[src/hdl/i2m_pkg.sv]
// i2m_pkg: constants and types for the two-wire serial memory master
// assumes one 10 MHz system clock; shared by the master and its fifo
package i2m_pkg;

  // system clock and bus rates, in kHz
  localparam int CLK_KHZ      = 10000;
  localparam int SCL_STD_KHZ  = 100;
  localparam int SCL_FAST_KHZ = 400;

  // quarter bit periods, rounded up so the bus never runs too fast
  localparam int QTR_STD  = (CLK_KHZ + 4 * SCL_STD_KHZ - 1) / (4 * SCL_STD_KHZ);
  localparam int QTR_FAST = (CLK_KHZ + 4 * SCL_FAST_KHZ - 1) / (4 * SCL_FAST_KHZ);
  localparam int TICK_W   = 5;

  // data path
  localparam int DATA_W     = 8;
  localparam int FIFO_DEPTH = 32;
  localparam int BITS_BYTE  = 9;    // eight data bits plus the ack slot

  // direction bit sent after the target identifier
  localparam logic DIR_WRITE = 1'b0;
  localparam logic DIR_READ  = 1'b1;

  // one transaction request
  typedef struct packed {
    logic       read;     // 1 = read burst, 0 = write burst
    logic [6:0] target;   // seven bit target identifier
    logic [7:0] addr;     // byte address inside the target
    logic [7:0] len_m1;   // number of data bytes minus one
  } i2m_cmd_t;

  // transaction sequencer states
  typedef enum logic [3:0] {
    ST_IDLE, ST_START, ST_ADDRW, ST_BADDR, ST_RESTART,
    ST_ADDRR, ST_WLOAD, ST_WDATA, ST_RDATA, ST_STOP
  } i2m_state_t;

endpackage

[src/hdl/i2m_fifo.sv]
// i2m_fifo: synchronous first-in first-out buffer with valid and ready
// assumes both sides run on the same clock and asynchronous active-low reset copy
`timescale 1ns/1ps
`default_nettype none
module i2m_fifo
  import i2m_pkg::*;
#(
  parameter int WIDTH = DATA_W,
  parameter int DEPTH = FIFO_DEPTH
) (
  input  wire logic             clk,        // system clock
  input  wire logic             rst_n,      // reset, active low
  input  wire logic             in_valid,   // writer offers a word
  output logic                  in_ready,   // room for a word, registered
  input  wire logic [WIDTH-1:0] in_data,    // word to store
  output logic                  out_valid,  // a word is waiting
  input  wire logic             out_ready,  // reader takes the word
  output logic      [WIDTH-1:0] out_data    // oldest word
);
  localparam int AW = $clog2(DEPTH);
  localparam int CW = $clog2(DEPTH + 1);

  logic [WIDTH-1:0] mem [DEPTH];
  logic [AW-1:0]    wr_ptr, rd_ptr, next_wr_ptr, next_rd_ptr;
  logic [CW-1:0]    count, next_count;
  logic             next_in_ready, push, pop;

  assign out_valid = (count != '0);
  assign out_data  = mem[rd_ptr];

  // pointer and fill level update
  always_comb begin
    push          = in_valid && in_ready;
    pop           = out_valid && out_ready;
    next_wr_ptr   = push ? ((wr_ptr == AW'(DEPTH - 1)) ? '0 : wr_ptr + 1'b1) : wr_ptr;
    next_rd_ptr   = pop ? ((rd_ptr == AW'(DEPTH - 1)) ? '0 : rd_ptr + 1'b1) : rd_ptr;
    next_count    = count + CW'(push) - CW'(pop);
    next_in_ready = (next_count < CW'(DEPTH));
  end

  always_ff @(posedge clk or negedge rst_n) begin
    if (!rst_n) begin
      wr_ptr   <= '0;
      rd_ptr   <= '0;
      count    <= '0;
      in_ready <= 1'b0;
    end else begin
      wr_ptr   <= next_wr_ptr;
      rd_ptr   <= next_rd_ptr;
      count    <= next_count;
      in_ready <= next_in_ready;
    end
  end

  // storage array, no reset needed
  always_ff @(posedge clk) begin
    if (push) begin
      mem[wr_ptr] <= in_data;
    end
  end
endmodule // i2m_fifo
`default_nettype wire

[src/hdl/i2m_master.sv]
// i2m_master: two-wire bus master for reading and writing serial memories
// assumes synchronous inputs on MCLK, pull-ups on both bus lines outside
//
// Behaviour
// - standard 100 kHz or fast 400 kHz clock
// - open-drain or push-pull drive selectable
// - push-pull drives clock; data stays open-drain
// - seven bit target identifier only
// - every transaction opens with start condition
// - identifier, byte address, then data phase
// - all bytes shifted most significant first
// - master acks or nacks each read byte
// - target acks each written byte, sampled
// - single and multi-byte bursts both directions
// - final read byte answered with nack
// - stop condition after last byte
`timescale 1ns/1ps
`default_nettype none
module i2m_master
  import i2m_pkg::*;
(
  input  wire logic              MCLK,           // 10 MHz system clock
  input  wire logic              RESET_N,        // asynchronous reset, active low
  input  wire logic              CFG_FAST,       // 1 = fast speed, 0 = standard
  input  wire logic              CFG_PUSH_PULL,  // 1 = clock line driven both ways
  input  wire logic              CMD_VALID,      // request a transaction
  input  wire i2m_cmd_t          CMD,            // transaction description
  output logic                   CMD_READY,      // idle, request accepted
  input  wire logic              WR_VALID,       // write byte offered
  input  wire logic [DATA_W-1:0] WR_DATA,        // write byte
  output logic                   WR_READY,       // fifo has room
  output logic      [DATA_W-1:0] RD_DATA,        // received byte
  output logic                   RD_VALID,       // received byte pulse
  output logic                   DONE,           // transaction finished pulse
  output logic                   NACK_ERR,       // last transaction refused
  output logic                   BUSY,           // transaction in progress
  output logic                   SCL_O,          // clock line output level
  output logic                   SCL_OE,         // clock line drive enable
  input  wire logic              SDA_I,          // data line level
  output logic                   SDA_O,          // data line output level
  output logic                   SDA_OE          // data line drive enable
);
  // quarter reload values at the counter's width
  localparam logic [TICK_W-1:0] RELOAD_STD  = TICK_W'(QTR_STD - 1);
  localparam logic [TICK_W-1:0] RELOAD_FAST = TICK_W'(QTR_FAST - 1);
  localparam logic [3:0]        LAST_BIT    = 4'(BITS_BYTE - 1);

  // reset release synchroniser
  logic rst_q1, rst_n_s;

  always_ff @(posedge MCLK or negedge RESET_N) begin
    if (!RESET_N) begin
      rst_q1  <= 1'b0;
      rst_n_s <= 1'b0;
    end else begin
      rst_q1  <= 1'b1;
      rst_n_s <= rst_q1;
    end
  end

  // write data buffer
  // bytes wait here until the sequencer reaches a data slot;
  // a refused burst leaves its unsent bytes in place
  logic              fifo_valid, fifo_pop;
  logic [DATA_W-1:0] fifo_data;

  i2m_fifo #(
    .WIDTH (DATA_W),
    .DEPTH (FIFO_DEPTH)
  ) u_wr_fifo (
    .clk       (MCLK),
    .rst_n     (rst_n_s),
    .in_valid  (WR_VALID),
    .in_ready  (WR_READY),
    .in_data   (WR_DATA),
    .out_valid (fifo_valid),
    .out_ready (fifo_pop),
    .out_data  (fifo_data)
  );

  // sequencer state
  i2m_state_t        st, next_st;
  logic [1:0]        q, next_q;
  logic [TICK_W-1:0] cnt, next_cnt;
  logic [3:0]        bitn, next_bitn;
  logic [8:0]        shreg, next_shreg;
  logic [8:0]        rxsh, next_rxsh;
  logic [7:0]        left, next_left;
  i2m_cmd_t          cmd, next_cmd;
  logic              busy, next_busy;
  logic              nack, next_nack;
  logic              done, next_done;
  logic [DATA_W-1:0] rdata, next_rdata;
  logic              rvalid, next_rvalid;
  logic              fast, next_fast;

  logic [TICK_W-1:0] reload;
  logic              tick, last_q, byte_end, ack_in;

  // quarter timing and byte boundary decode
  always_comb begin
    reload   = fast ? RELOAD_FAST : RELOAD_STD;
    tick     = (cnt == '0);
    last_q   = tick && (q == 2'h3);
    byte_end = last_q && (bitn == LAST_BIT);
    ack_in   = rxsh[0];
  end

  // transaction sequencing
  always_comb begin
    next_st     = st;
    next_q      = q;
    next_cnt    = cnt;
    next_bitn   = bitn;
    next_shreg  = shreg;
    next_rxsh   = rxsh;
    next_left   = left;
    next_cmd    = cmd;
    next_busy   = busy;
    next_nack   = nack;
    next_fast   = fast;
    next_done   = 1'b0;
    next_rvalid = 1'b0;
    next_rdata  = rdata;
    fifo_pop    = 1'b0;

    // quarter counter runs whenever the bus is being clocked
    if (st != ST_IDLE && st != ST_WLOAD) begin
      next_cnt = tick ? reload : cnt - 1'b1;
      if (tick) begin
        next_q = q + 1'b1;
      end
    end

    unique case (st)
      // idle: take a request, latch speed and burst length
      ST_IDLE: begin
        if (CMD_VALID) begin
          next_cmd  = CMD;
          next_left = CMD.len_m1;
          next_fast = CFG_FAST;
          next_busy = 1'b1;
          next_nack = 1'b0;
          next_q    = 2'h0;
          next_cnt  = CFG_FAST ? RELOAD_FAST : RELOAD_STD;
          next_st   = ST_START;
        end
      end

      // start or repeated start, then load the identifier
      ST_START, ST_RESTART: begin
        if (last_q) begin
          next_bitn = '0;
          // seven bit identifier and direction, release for ack
          next_shreg = {cmd.target, (st == ST_RESTART) ? DIR_READ : DIR_WRITE,
                        1'b1};
          next_st    = (st == ST_START) ? ST_ADDRW : ST_ADDRR;
        end
      end

      // nine bit slots: eight bits and one ack
      // the ack slot decides whether the burst goes on
      ST_ADDRW, ST_BADDR, ST_ADDRR, ST_WDATA, ST_RDATA: begin
        // sample the line while the clock is high
        if (tick && q == 2'h2) begin
          next_rxsh = {rxsh[7:0], SDA_I};
        end
        if (last_q) begin
          next_shreg = {shreg[7:0], 1'b1};
          next_bitn  = bitn + 1'b1;
        end
        if (byte_end) begin
          next_bitn = '0;
          if (st == ST_RDATA) begin
            next_rdata  = rxsh[8:1];
            next_rvalid = 1'b1;
            if (left == '0) begin
              next_st = ST_STOP;
            end else begin
              next_left  = left - 1'b1;
              next_shreg = {8'hFF, (left == 8'h01)};
            end
          end else if (ack_in) begin
            next_nack = 1'b1;
            next_st   = ST_STOP;
          end else begin
            unique case (st)
              ST_ADDRW: begin
                next_shreg = {cmd.addr, 1'b1};
                next_st    = ST_BADDR;
              end
              ST_BADDR: begin
                next_st = cmd.read ? ST_RESTART : ST_WLOAD;
              end
              ST_ADDRR: begin
                next_shreg = {8'hFF, (left == '0)};
                next_st    = ST_RDATA;
              end
              default: begin
                if (left == '0) begin
                  next_st = ST_STOP;
                end else begin
                  next_left = left - 1'b1;
                  next_st   = ST_WLOAD;
                end
              end
            endcase
          end
        end
      end

      ST_WLOAD: begin
        // clock held low until the next write byte is buffered
        if (fifo_valid) begin
          fifo_pop   = 1'b1;
          next_shreg = {fifo_data, 1'b1};
          next_bitn  = '0;
          next_q     = 2'h0;
          next_cnt   = reload;
          next_st    = ST_WDATA;
        end
      end

      // stop condition, then report completion
      ST_STOP: begin
        if (last_q) begin
          next_busy = 1'b0;
          next_done = 1'b1;
          next_st   = ST_IDLE;
        end
      end
    endcase
  end

  always_ff @(posedge MCLK or negedge rst_n_s) begin
    if (!rst_n_s) begin
      st     <= ST_IDLE;
      q      <= 2'h0;
      cnt    <= '0;
      bitn   <= '0;
      shreg  <= 9'h1FF;
      rxsh   <= 9'h1FF;
      left   <= '0;
      cmd    <= '0;
      busy   <= 1'b0;
      nack   <= 1'b0;
      done   <= 1'b0;
      rdata  <= '0;
      rvalid <= 1'b0;
      fast   <= 1'b0;
    end else begin
      st     <= next_st;
      q      <= next_q;
      cnt    <= next_cnt;
      bitn   <= next_bitn;
      shreg  <= next_shreg;
      rxsh   <= next_rxsh;
      left   <= next_left;
      cmd    <= next_cmd;
      busy   <= next_busy;
      nack   <= next_nack;
      done   <= next_done;
      rdata  <= next_rdata;
      rvalid <= next_rvalid;
      fast   <= next_fast;
    end
  end

  // bus line levels for the current quarter
  logic scl_high, sda_low;
  logic next_scl_o, next_scl_oe, next_sda_oe;

  always_comb begin
    scl_high = 1'b0;
    sda_low  = 1'b0;
    unique case (st)
      // idle bus: both lines high
      ST_IDLE: begin
        scl_high = 1'b1;
      end
      ST_START, ST_RESTART: begin
        // data falls while the clock is high
        scl_high = (q == 2'h1) || (q == 2'h2);
        sda_low  = q[1];
      end
      // data changes in the low half, clock high in the second half
      // so the line is steady whenever the clock is high
      ST_ADDRW, ST_BADDR, ST_ADDRR, ST_WDATA, ST_RDATA: begin
        scl_high = q[1];
        sda_low  = !shreg[8];
      end
      // clock parked low while the fifo is empty
      ST_WLOAD: begin
        scl_high = 1'b0;
      end
      ST_STOP: begin
        // data rises while the clock is high
        scl_high = (q != 2'h0);
        sda_low  = !q[1];
      end
    endcase
    // push-pull drives the clock both ways, data stays open-drain
    next_scl_oe = CFG_PUSH_PULL ? 1'b1 : !scl_high;
    next_scl_o  = CFG_PUSH_PULL ? scl_high : 1'b0;
    next_sda_oe = sda_low;
  end

  // registered outputs
  // every pin comes from a flop, so the bus lags the state by one clock
  // and no decode glitch ever reaches the lines
  always_ff @(posedge MCLK or negedge rst_n_s) begin
    if (!rst_n_s) begin
      SCL_O     <= 1'b0;
      SCL_OE    <= 1'b0;
      SDA_O     <= 1'b0;
      SDA_OE    <= 1'b0;
      CMD_READY <= 1'b0;
      RD_DATA   <= '0;
      RD_VALID  <= 1'b0;
      DONE      <= 1'b0;
      NACK_ERR  <= 1'b0;
      BUSY      <= 1'b0;
    end else begin
      SCL_O     <= next_scl_o;
      SCL_OE    <= next_scl_oe;
      SDA_O     <= 1'b0;
      SDA_OE    <= next_sda_oe;
      CMD_READY <= (next_st == ST_IDLE);
      RD_DATA   <= next_rdata;
      RD_VALID  <= next_rvalid;
      DONE      <= next_done;
      NACK_ERR  <= next_nack;
      BUSY      <= next_busy;
    end
  end
endmodule // i2m_master
`default_nettype wire

[config.mk]
export PLATFORM = sky130hd
export DESIGN_NAME = i2m_master
export DESIGN_NICKNAME = d
export VERILOG_FILES = /design/src/hdl/i2m_pkg.sv /design/src/hdl/i2m_fifo.sv /design/src/hdl/i2m_master.sv
export SDC_FILE = /design/constraint.sdc
export NUM_CORES = 1
export LEC_CHECK = 0
export CORE_MARGIN = 2
export CORE_UTILIZATION = 50
export DETAILED_ROUTE_END_ITERATION = 6
export DONT_BUFFER_PORTS = 1
export GPL_TIMING_DRIVEN = 0
export PLACE_DENSITY = 0.79
export SYNTH_ARGS = -nofsm -noshare
export SYNTH_HDL_FRONTEND = slang
export SYNTH_HIERARCHICAL = 1
export SYNTH_SLANG_ARGS = --single-unit
export TNS_END_PERCENT = 30
[constraint.sdc]
create_clock -name MCLK -period 2.82 [get_ports MCLK]
set_clock_uncertainty 0.1 [all_clocks]
set_input_delay 0.141 -clock MCLK [delete_from_list [all_inputs] [get_ports MCLK]]
set_output_delay 0.141 -clock MCLK [all_outputs]
set_load 0.05 [all_outputs]
==> Word-level counts from Yosys, hierarchy flattened <==
Memories as Yosys holds them, arrays and structs flattened.
Cells that the tools add are included.
{ "totals": {"ff_bits": 93, "ramBits": 256, "input_bits": 39, "out_inout_bits": 18, "word_cells": 164, "n_memories": 1} }
{ "classes": {"add_sub_neg": 8, "n_lt_le_gt_ge": 1, "eq_ne": 27, "mux": 70, "n_reduce_logical": 31} }
{ "memory_table": {"columns": ["memory", "words", "width", "read_ports", "rd_clocked_by_memory_dff", "wr", "line", "source"], "rows": [
  ["u_wr_fifo.mem", 32, 8, 1, 0, 1, "i2m_fifo.sv:23", "logic [WIDTH-1:0] mem [DEPTH];"]
]} }
{ "op_table": {"columns": ["cell", "count"], "rows": [
  ["9-bit 2-to-1 mux", 7],
  ["4-bit 2-to-1 mux", 13],
  ["8-bit 2-to-1 mux", 6],
  ["5-bit 2-to-1 mux", 8],
  ["9-bit case mux with 3 select lines", 1],
  ["4-bit case mux with 3 select lines", 2],
  ["4-bit case mux with 5 select lines", 1],
  ["1-bit 2-to-1 mux", 18],
  ["9-bit case mux with 2 select lines", 1],
  ["4-bit by 3-bit equality test with 1-bit output, second input constant", 4],
  ["8-bit case mux with 2 select lines", 1],
  ["4-bit equality test, second input constant", 3],
  ["2-bit != test, second input constant", 6],
  ["5-bit by 1-bit adder with 5-bit output, second input constant", 2],
  ["5-bit equality test, second input constant", 2],
  ["2-bit 2-to-1 mux", 5],
  ["5-bit case mux with 2 select lines", 1],
  ["5-bit AND reduction", 2],
  ["3-bit != test, second input constant", 3],
  ["3-bit AND reduction", 3],
  ["4-bit by 2-bit equality test with 1-bit output, second input constant", 2],
  ["8-bit by 1-bit equality test with 1-bit output, second input constant", 1],
  ["4-bit logical NOT", 2],
  ["8-bit logical NOT", 1],
  ["30 further kinds", 42]
]} }

==> Depth between registers and ports, before layout <==
{ "logic_depth": {"depth_word": 8, "mapped_depth": 15, "mapped_depth_nobuf": 15} }

==> By module <==
Netlist, hierarchy kept.
{ "modules_own_cells": {"columns": ["module", "instances", "cells_per_inst", "area_each_um2", "seq_area_each_um2"], "rows": [
  ["i2m_fifo", 1, 568, 10901.7, 8112.8],
  ["i2m_master", 1, 470, 4275.4, 1924.3]
]} }

==> Worst setup path after synthesis <==
OpenSTA, ideal clock, no wires.
{ "synth_timing": {"path_kind": "reg2reg", "startpoint": "register st[2]", "endpoint": "register u_wr_fifo.in_ready", "setup_ns": 0.131, "arrival_time_ns": 2.841, "required_ns": 2.589, "slack_ns": -0.253, "stages_incl_launch_ff": 15, "n_path_buf": 2, "period_less_slack_ns": 3.073, "cell_sequence": "dfrtp_1 -> clkbuf_1 -> nor2b_1 -> nand3_1 -> clkbuf_1 -> nor2_1 -> nand2_1 -> inv_1 -> ha_1 -> inv_1 -> ha_1 -> a21o_1 -> a21oi_1 -> nor4b_1 -> or3_1"} }
{ "synth_between": {"elab_chain_cells": 5} }
{ "synth_lines": {"columns": ["element", "line", "source"], "rows": [
  ["start, declared", "i2m_master.sv:82", "i2m_state_t st, next_st;"],
  ["start signal, assigned", "i2m_master.sv:252", "st <= next_st;"],
  ["4-bit by 3-bit equality test with 1-bit output", "i2m_master.sv:135", "unique case (st)"],
  ["1-bit 2-to-1 mux", "i2m_master.sv:135", null],
  ["net fifo_pop", "i2m_master.sv:64", "logic fifo_valid, fifo_pop;"],
  ["1-bit logical AND", "i2m_fifo.sv:34", "pop = out_valid && out_ready;"],
  ["net u_wr_fifo.pop", "i2m_fifo.sv:26", "logic next_in_ready, push, pop;"],
  ["6-bit by 1-bit subtractor with 6-bit output", "i2m_fifo.sv:37", "next_count = count + CW'(push) - CW'(pop);"],
  ["6-bit < comparator", "i2m_fifo.sv:38", "next_in_ready = (next_count < CW'(DEPTH));"],
  ["net u_wr_fifo.next_in_ready", "i2m_fifo.sv:26", null],
  ["end signal, assigned", "i2m_fifo.sv:51", "in_ready <= next_in_ready;"],
  ["end, declared", "i2m_fifo.sv:14", "output logic in_ready,"]
]} }
The timed path passes the listed nets, and every way through them passes these cells.
A chain may end at the register's enable or synchronous reset.

==> Final worst setup path <==
{ "layout_timing": {"startpoint": "register u_wr_fifo.rd_ptr[1]", "endpoint": "register shreg[3]"} }
{ "layout_between": {"elab_chain_cells": 3} }
{ "layout_lines": {"columns": ["element", "line", "source"], "rows": [
  ["start, declared", "i2m_fifo.sv:24", "logic [AW-1:0] wr_ptr, rd_ptr, next_wr_ptr, next_rd_ptr;"],
  ["start signal, assigned", "i2m_fifo.sv:49", "rd_ptr <= next_rd_ptr;"],
  ["memory 32 x 8 bit", null, null],
  ["net fifo_data[2]", "i2m_master.sv:65", "logic [DATA_W-1:0] fifo_data;"],
  ["9-bit 2-to-1 mux", "i2m_master.sv:214", "if (fifo_valid) begin"],
  ["9-bit case mux with 3 select lines", "i2m_master.sv:135", null],
  ["end signal, assigned", "i2m_master.sv:256", "shreg <= next_shreg;"],
  ["end, declared", "i2m_master.sv:86", "logic [8:0] shreg, next_shreg;"]
]} }
The timed path passes the listed nets, and every way through them passes these cells. The select of a mux whose other input is x is not followed.

==> metrics.md <==
| Metric | Value |
|---|---|
| Worst slack at placement | -0.646 ns |
| Synthesized area | 0.0152 mm^2 |
| Post-Syn Instances | between 1000 and 1500 |
| Routed vias | 9624 |
| Comb pwr share | 19.1% |
| Max-cap violations | 0 |
| Flops & latches, synth | 349 |
| Most common cell after layout, fill and taps aside | edfxtp_1 |
| Largest stage delay on the critical path | roughly 0.63 ns |
| Hold Crit Class | in2reg |
| Netlist cell types | 72 |
| Number of nets in the layout | between 1000 and 1500 |
| GRT Residual Overflow | 0 |
| Fraction of the mapped netlist area in adder cells | under 10% |
| Mux contribution to synthesized area | about 11% |
| Routed WL | between 30 and 40 mm |
| RSZ-0062 raised after global routing | true |
| Crit. End Element | register |
| Gr usage total | about 23% |
| Area of the multi-input gates | between 0.004 and 0.005 mm^2 |
| Setup violators final | 0 |
| Die Footprint | between 0.03 and 0.04 mm^2 |
| Number of diodes | 0 |
| Drt initial violations | approximately 1100 |
| Clk buf depth | 3 |
| PD cells | roughly 770 mW/mm^2 |
| First-pass GRT wire length | about 54 mm |
| Initial Util | 50.9% |
| Chip width | about 180 um |
| Root buffer cell | clkbuf_16 |
| Skew-Pair Late Insertion Delay | 0.52 ns |
| Vias in the first global route | 9590 |
| Total negative setup slack | 0 ns |
| CP most frequent cell | nor2_1 |
| WP data arrival | slightly above 3 ns |
| Sw frac | between 20% and 30% |
| Clock network power share | ~32% |
| Num Clock Sinks | 349 |
| Fin. max-slew vios | 0 |
| Largest family of logic cells by synthesized area | multiplexers |
| Largest net degree at the start of global routing | 52 |
| Fin crit period | 2.78 ns |
| Slowest stage cell, crit path | dfrtp_1 |
| Cell taking the most area after synthesis | edfxtp_1 |
| Residual DRC count | 0 |
| Number of CTS-inserted buffers | 35 |
| Setup CP Type | reg2reg |
| Pwr Total | 13.7 mW |
| Final Cycle Share | between 90 and 100% |
| CTS H-tree lvls | 2 |
| CTS tree | done |
| Post-route insts no fill | roughly 1600 |
| Max Clk Rate | 360 MHz |
| Crit-path cells | clkbuf_4 > buf_2 > mux4_2 > a22oi_1 > a21oi_1 > nor2_1 > nor2_1 > o22ai_1 > o21ai_1 |
| EDFF count, synth | 256 |
| Leakage | 6.25 nW |
| Die Height | between 150 and 200 um |
| Slew HR | a little under a fifth |
| Total number of yosys warnings | 6 |
| Initial antenna violation count | 0 |
| Sequential fraction of the synthesis area | 66.1% |
| Pre-Repair DR Iteration Count | 5 |
| Reg clk slew, reported paths | 0.06 ns |
| GP Congestion | between 0.9 and 1 |
| Most used flip-flop cell after synthesis | edfxtp_1 |
| Ports | 57 |
| Synth top area share | around half |
| Share of cells above drive strength 1 | 21.1% |
| Wire per inst | between 20 and 25 um |
| Switch Pwr | 3.93 mW |
| Peak VDD IR | a little under 0.7 mV |
| Asr flop ratio synth | between 20% and 30% |
| Syn avg cell area | roughly 15 um^2 |
| FF+latch area | ~0.010 mm^2 |
| Critical Path Fanout Max | 10 |
| Post-DP HPWL | 22.3 mm |
| Simple-Gate Fraction of Synth Area | ~8.3% |
| Synthesis-to-finish area growth | 16.8% |
| Syn_nets | ~1100 |
| IO Port Bufs | 0 |
| Synth Area in XOR/XNOR | less than 1% |
| Placed Cells incl. Taps | around 1400 |
| Fin worst setup slack | 0.0420 ns |
| Outcome | complete, no violations |
| DR vias/cell | between 6 and 7 |
| Synth Area in Compound Gates | 8.82% |
| Core ar. | 0.0298 mm^2 |
| Largest cells by area after synthesis | edfxtp_1 (51%), dfrtp_1 (12%), mux4_2 (7.3%) |
| Sequential fraction of design power | 48.6% |
| Most frequent cells in the layout | edfxtp_1 (256), nor2_1 (80), nand2_1 (73), dfrtp_1 (71), mux4_2 (49) |
| Power Internal | between 9 and 10 mW |
| Worst-Margin Slew | around 1.2 ns |
| Final Hold Fails | 0 |
| Antenna Nets Post-Route | 0 |
| # rows | 63 |
| Critical Path RT | 3.14 ns |
| Crit start category | register |
| Fill count | ~2200 |
state kept, by name, indices dropped and copies added (netlist names), 2 cells and up:
register	cells
q	2
u_wr_fifo/wr_ptr	5
bitn	4
u_wr_fifo/mem	256
left	8
u_wr_fifo/rd_ptr	5
shreg	9
cmd	16
st	4
cnt	5
RD_DATA	8
u_wr_fifo/count	6
rxsh	9
synthesized netlist by cell type (4+ instances only):
| master | number |
|---|---|
| a2111oi_2 | 6 |
| a21oi_1 | 50 |
| a221oi_1 | 13 |
| a22o_1 | 7 |
| a22oi_1 | 9 |
| and2_1 | 4 |
| and3_1 | 4 |
| buf_1 | 5 |
| buf_2 | 12 |
| buf_4 | 8 |
| buf_6 | 5 |
| clkbuf_1 | 26 |
| dfrtp_1 | 75 |
| dfstp_2 | 18 |
| edfxtp_1 | 256 |
| ha_1 | 23 |
| inv_1 | 33 |
| mux2_2 | 21 |
| mux2i_1 | 39 |
| mux4_2 | 49 |
| nand2_1 | 74 |
| nand2b_1 | 6 |
| nand3_1 | 18 |
| nand3b_1 | 11 |
| nor2_1 | 83 |
| nor2b_1 | 7 |
| nor3_1 | 16 |
| o211ai_1 | 4 |
| o21ai_0 | 39 |
| o21ai_1 | 9 |
| o221ai_1 | 9 |
| o22ai_1 | 23 |
| or3_1 | 6 |
| xor2_1 | 5 |
final timing paths:
check / cells after the start / slack, ns / from / to
worst max-delay path: 9 / 0.04 / u_wr_fifo/rd_ptr[1] / shreg[3]
worst max register to register: 9 / 0.04 / u_wr_fifo/rd_ptr[1] / shreg[3]
worst min register to register: 0 / 0.24 / rst_n_s / RD_DATA[4]
max in group asynchronous: 1 / 1.65 / rst_n_s / shreg[0]
min in group asynchronous: 0 / 0.24 / rst_n_s / RD_DATA[4]
worst min-delay path: 3 / 0.20 / CMD[23] / cmd[23]
kinds of logic (layout without fill, tap and decap cells):
family,count (synthesis),after routing
muxes,109,109
buffers and inverters,90,225
and+or+nand+nor,255,255
AOI/OAI and AO/OA,201,201
xor gates and xnor gates,7,7
adders and majority gates,25,25
DFF,349,349
other,2,2
layout make-up:
| class | count | share of cell area (%) |
|---|---|---|
| Buffer | 55 | 2.10 |
| Clock buffer | 51 | 5.57 |
| Clock inverter | 13 | 0.607 |
| Inverter | 34 | 0.734 |
| Multi-Input combinational cell | 599 | 27.4 |
| Sequential cell | 349 | 56.7 |
| Tap cell | 390 | 2.75 |
| Timing Repair Buffer | 72 | 4.14 |
repair_timing:
| item | CTS | global route |
|---|---|---|
| pin swaps | 5 | 3 |
| setup buffers | 8 | 18 |
| setup endpoints to repair | 13 | 30 |
| hold endpoints to repair | 295 | 0 |
| hold buffers | 45 | 0 |
| resized for setup | 24 | 34 |
per-layer routing:
layer	vias to the layer above	global-route usage (%)	part of all wire [%]
li1	4206	-	-
met1	4825	31.8	40
met2	512	36.7	49
met3	81	3.96	8.6
met4	0	6.81	2.7
met5	-	0	0
worst max-delay path, delay by kind of cell (launching register included):
kind | cells | cell delay (ns)
compound gates | 4 | 0.71
buf+inv | 2 | 0.69
flops | 1 | 0.63
mux | 1 | 0.38
simple gates | 2 | 0.18
power groups by stage:
stage          Combinational, mW  Clock (mW)  Sequential, mW
5_1_grt                     2.88        4.71            6.69
2_1_floorplan               1.71           0            6.58
3_3_place_gp                2.10           0            6.70
4_1_cts                     2.42        4.50            6.62
3_5_place_dp                2.22           0            6.71
6_report                    2.60        4.42            6.63
metrics by stage:
stage / hold slack [ns] / util, % / cell area, um^2
6_report: 0.195 / 59.5 / 17700
3_3_place_gp: -0.255 / 52.6 / 15700
3_5_place_dp: -0.255 / 52.7 / 15700
5_1_grt: 0.193 / 59.5 / 17700
4_1_cts: 0.180 / 58.6 / 17500
2_1_floorplan: -0.255 / - / 15200
No activity file was read; power rests on OpenSTA's default activity.
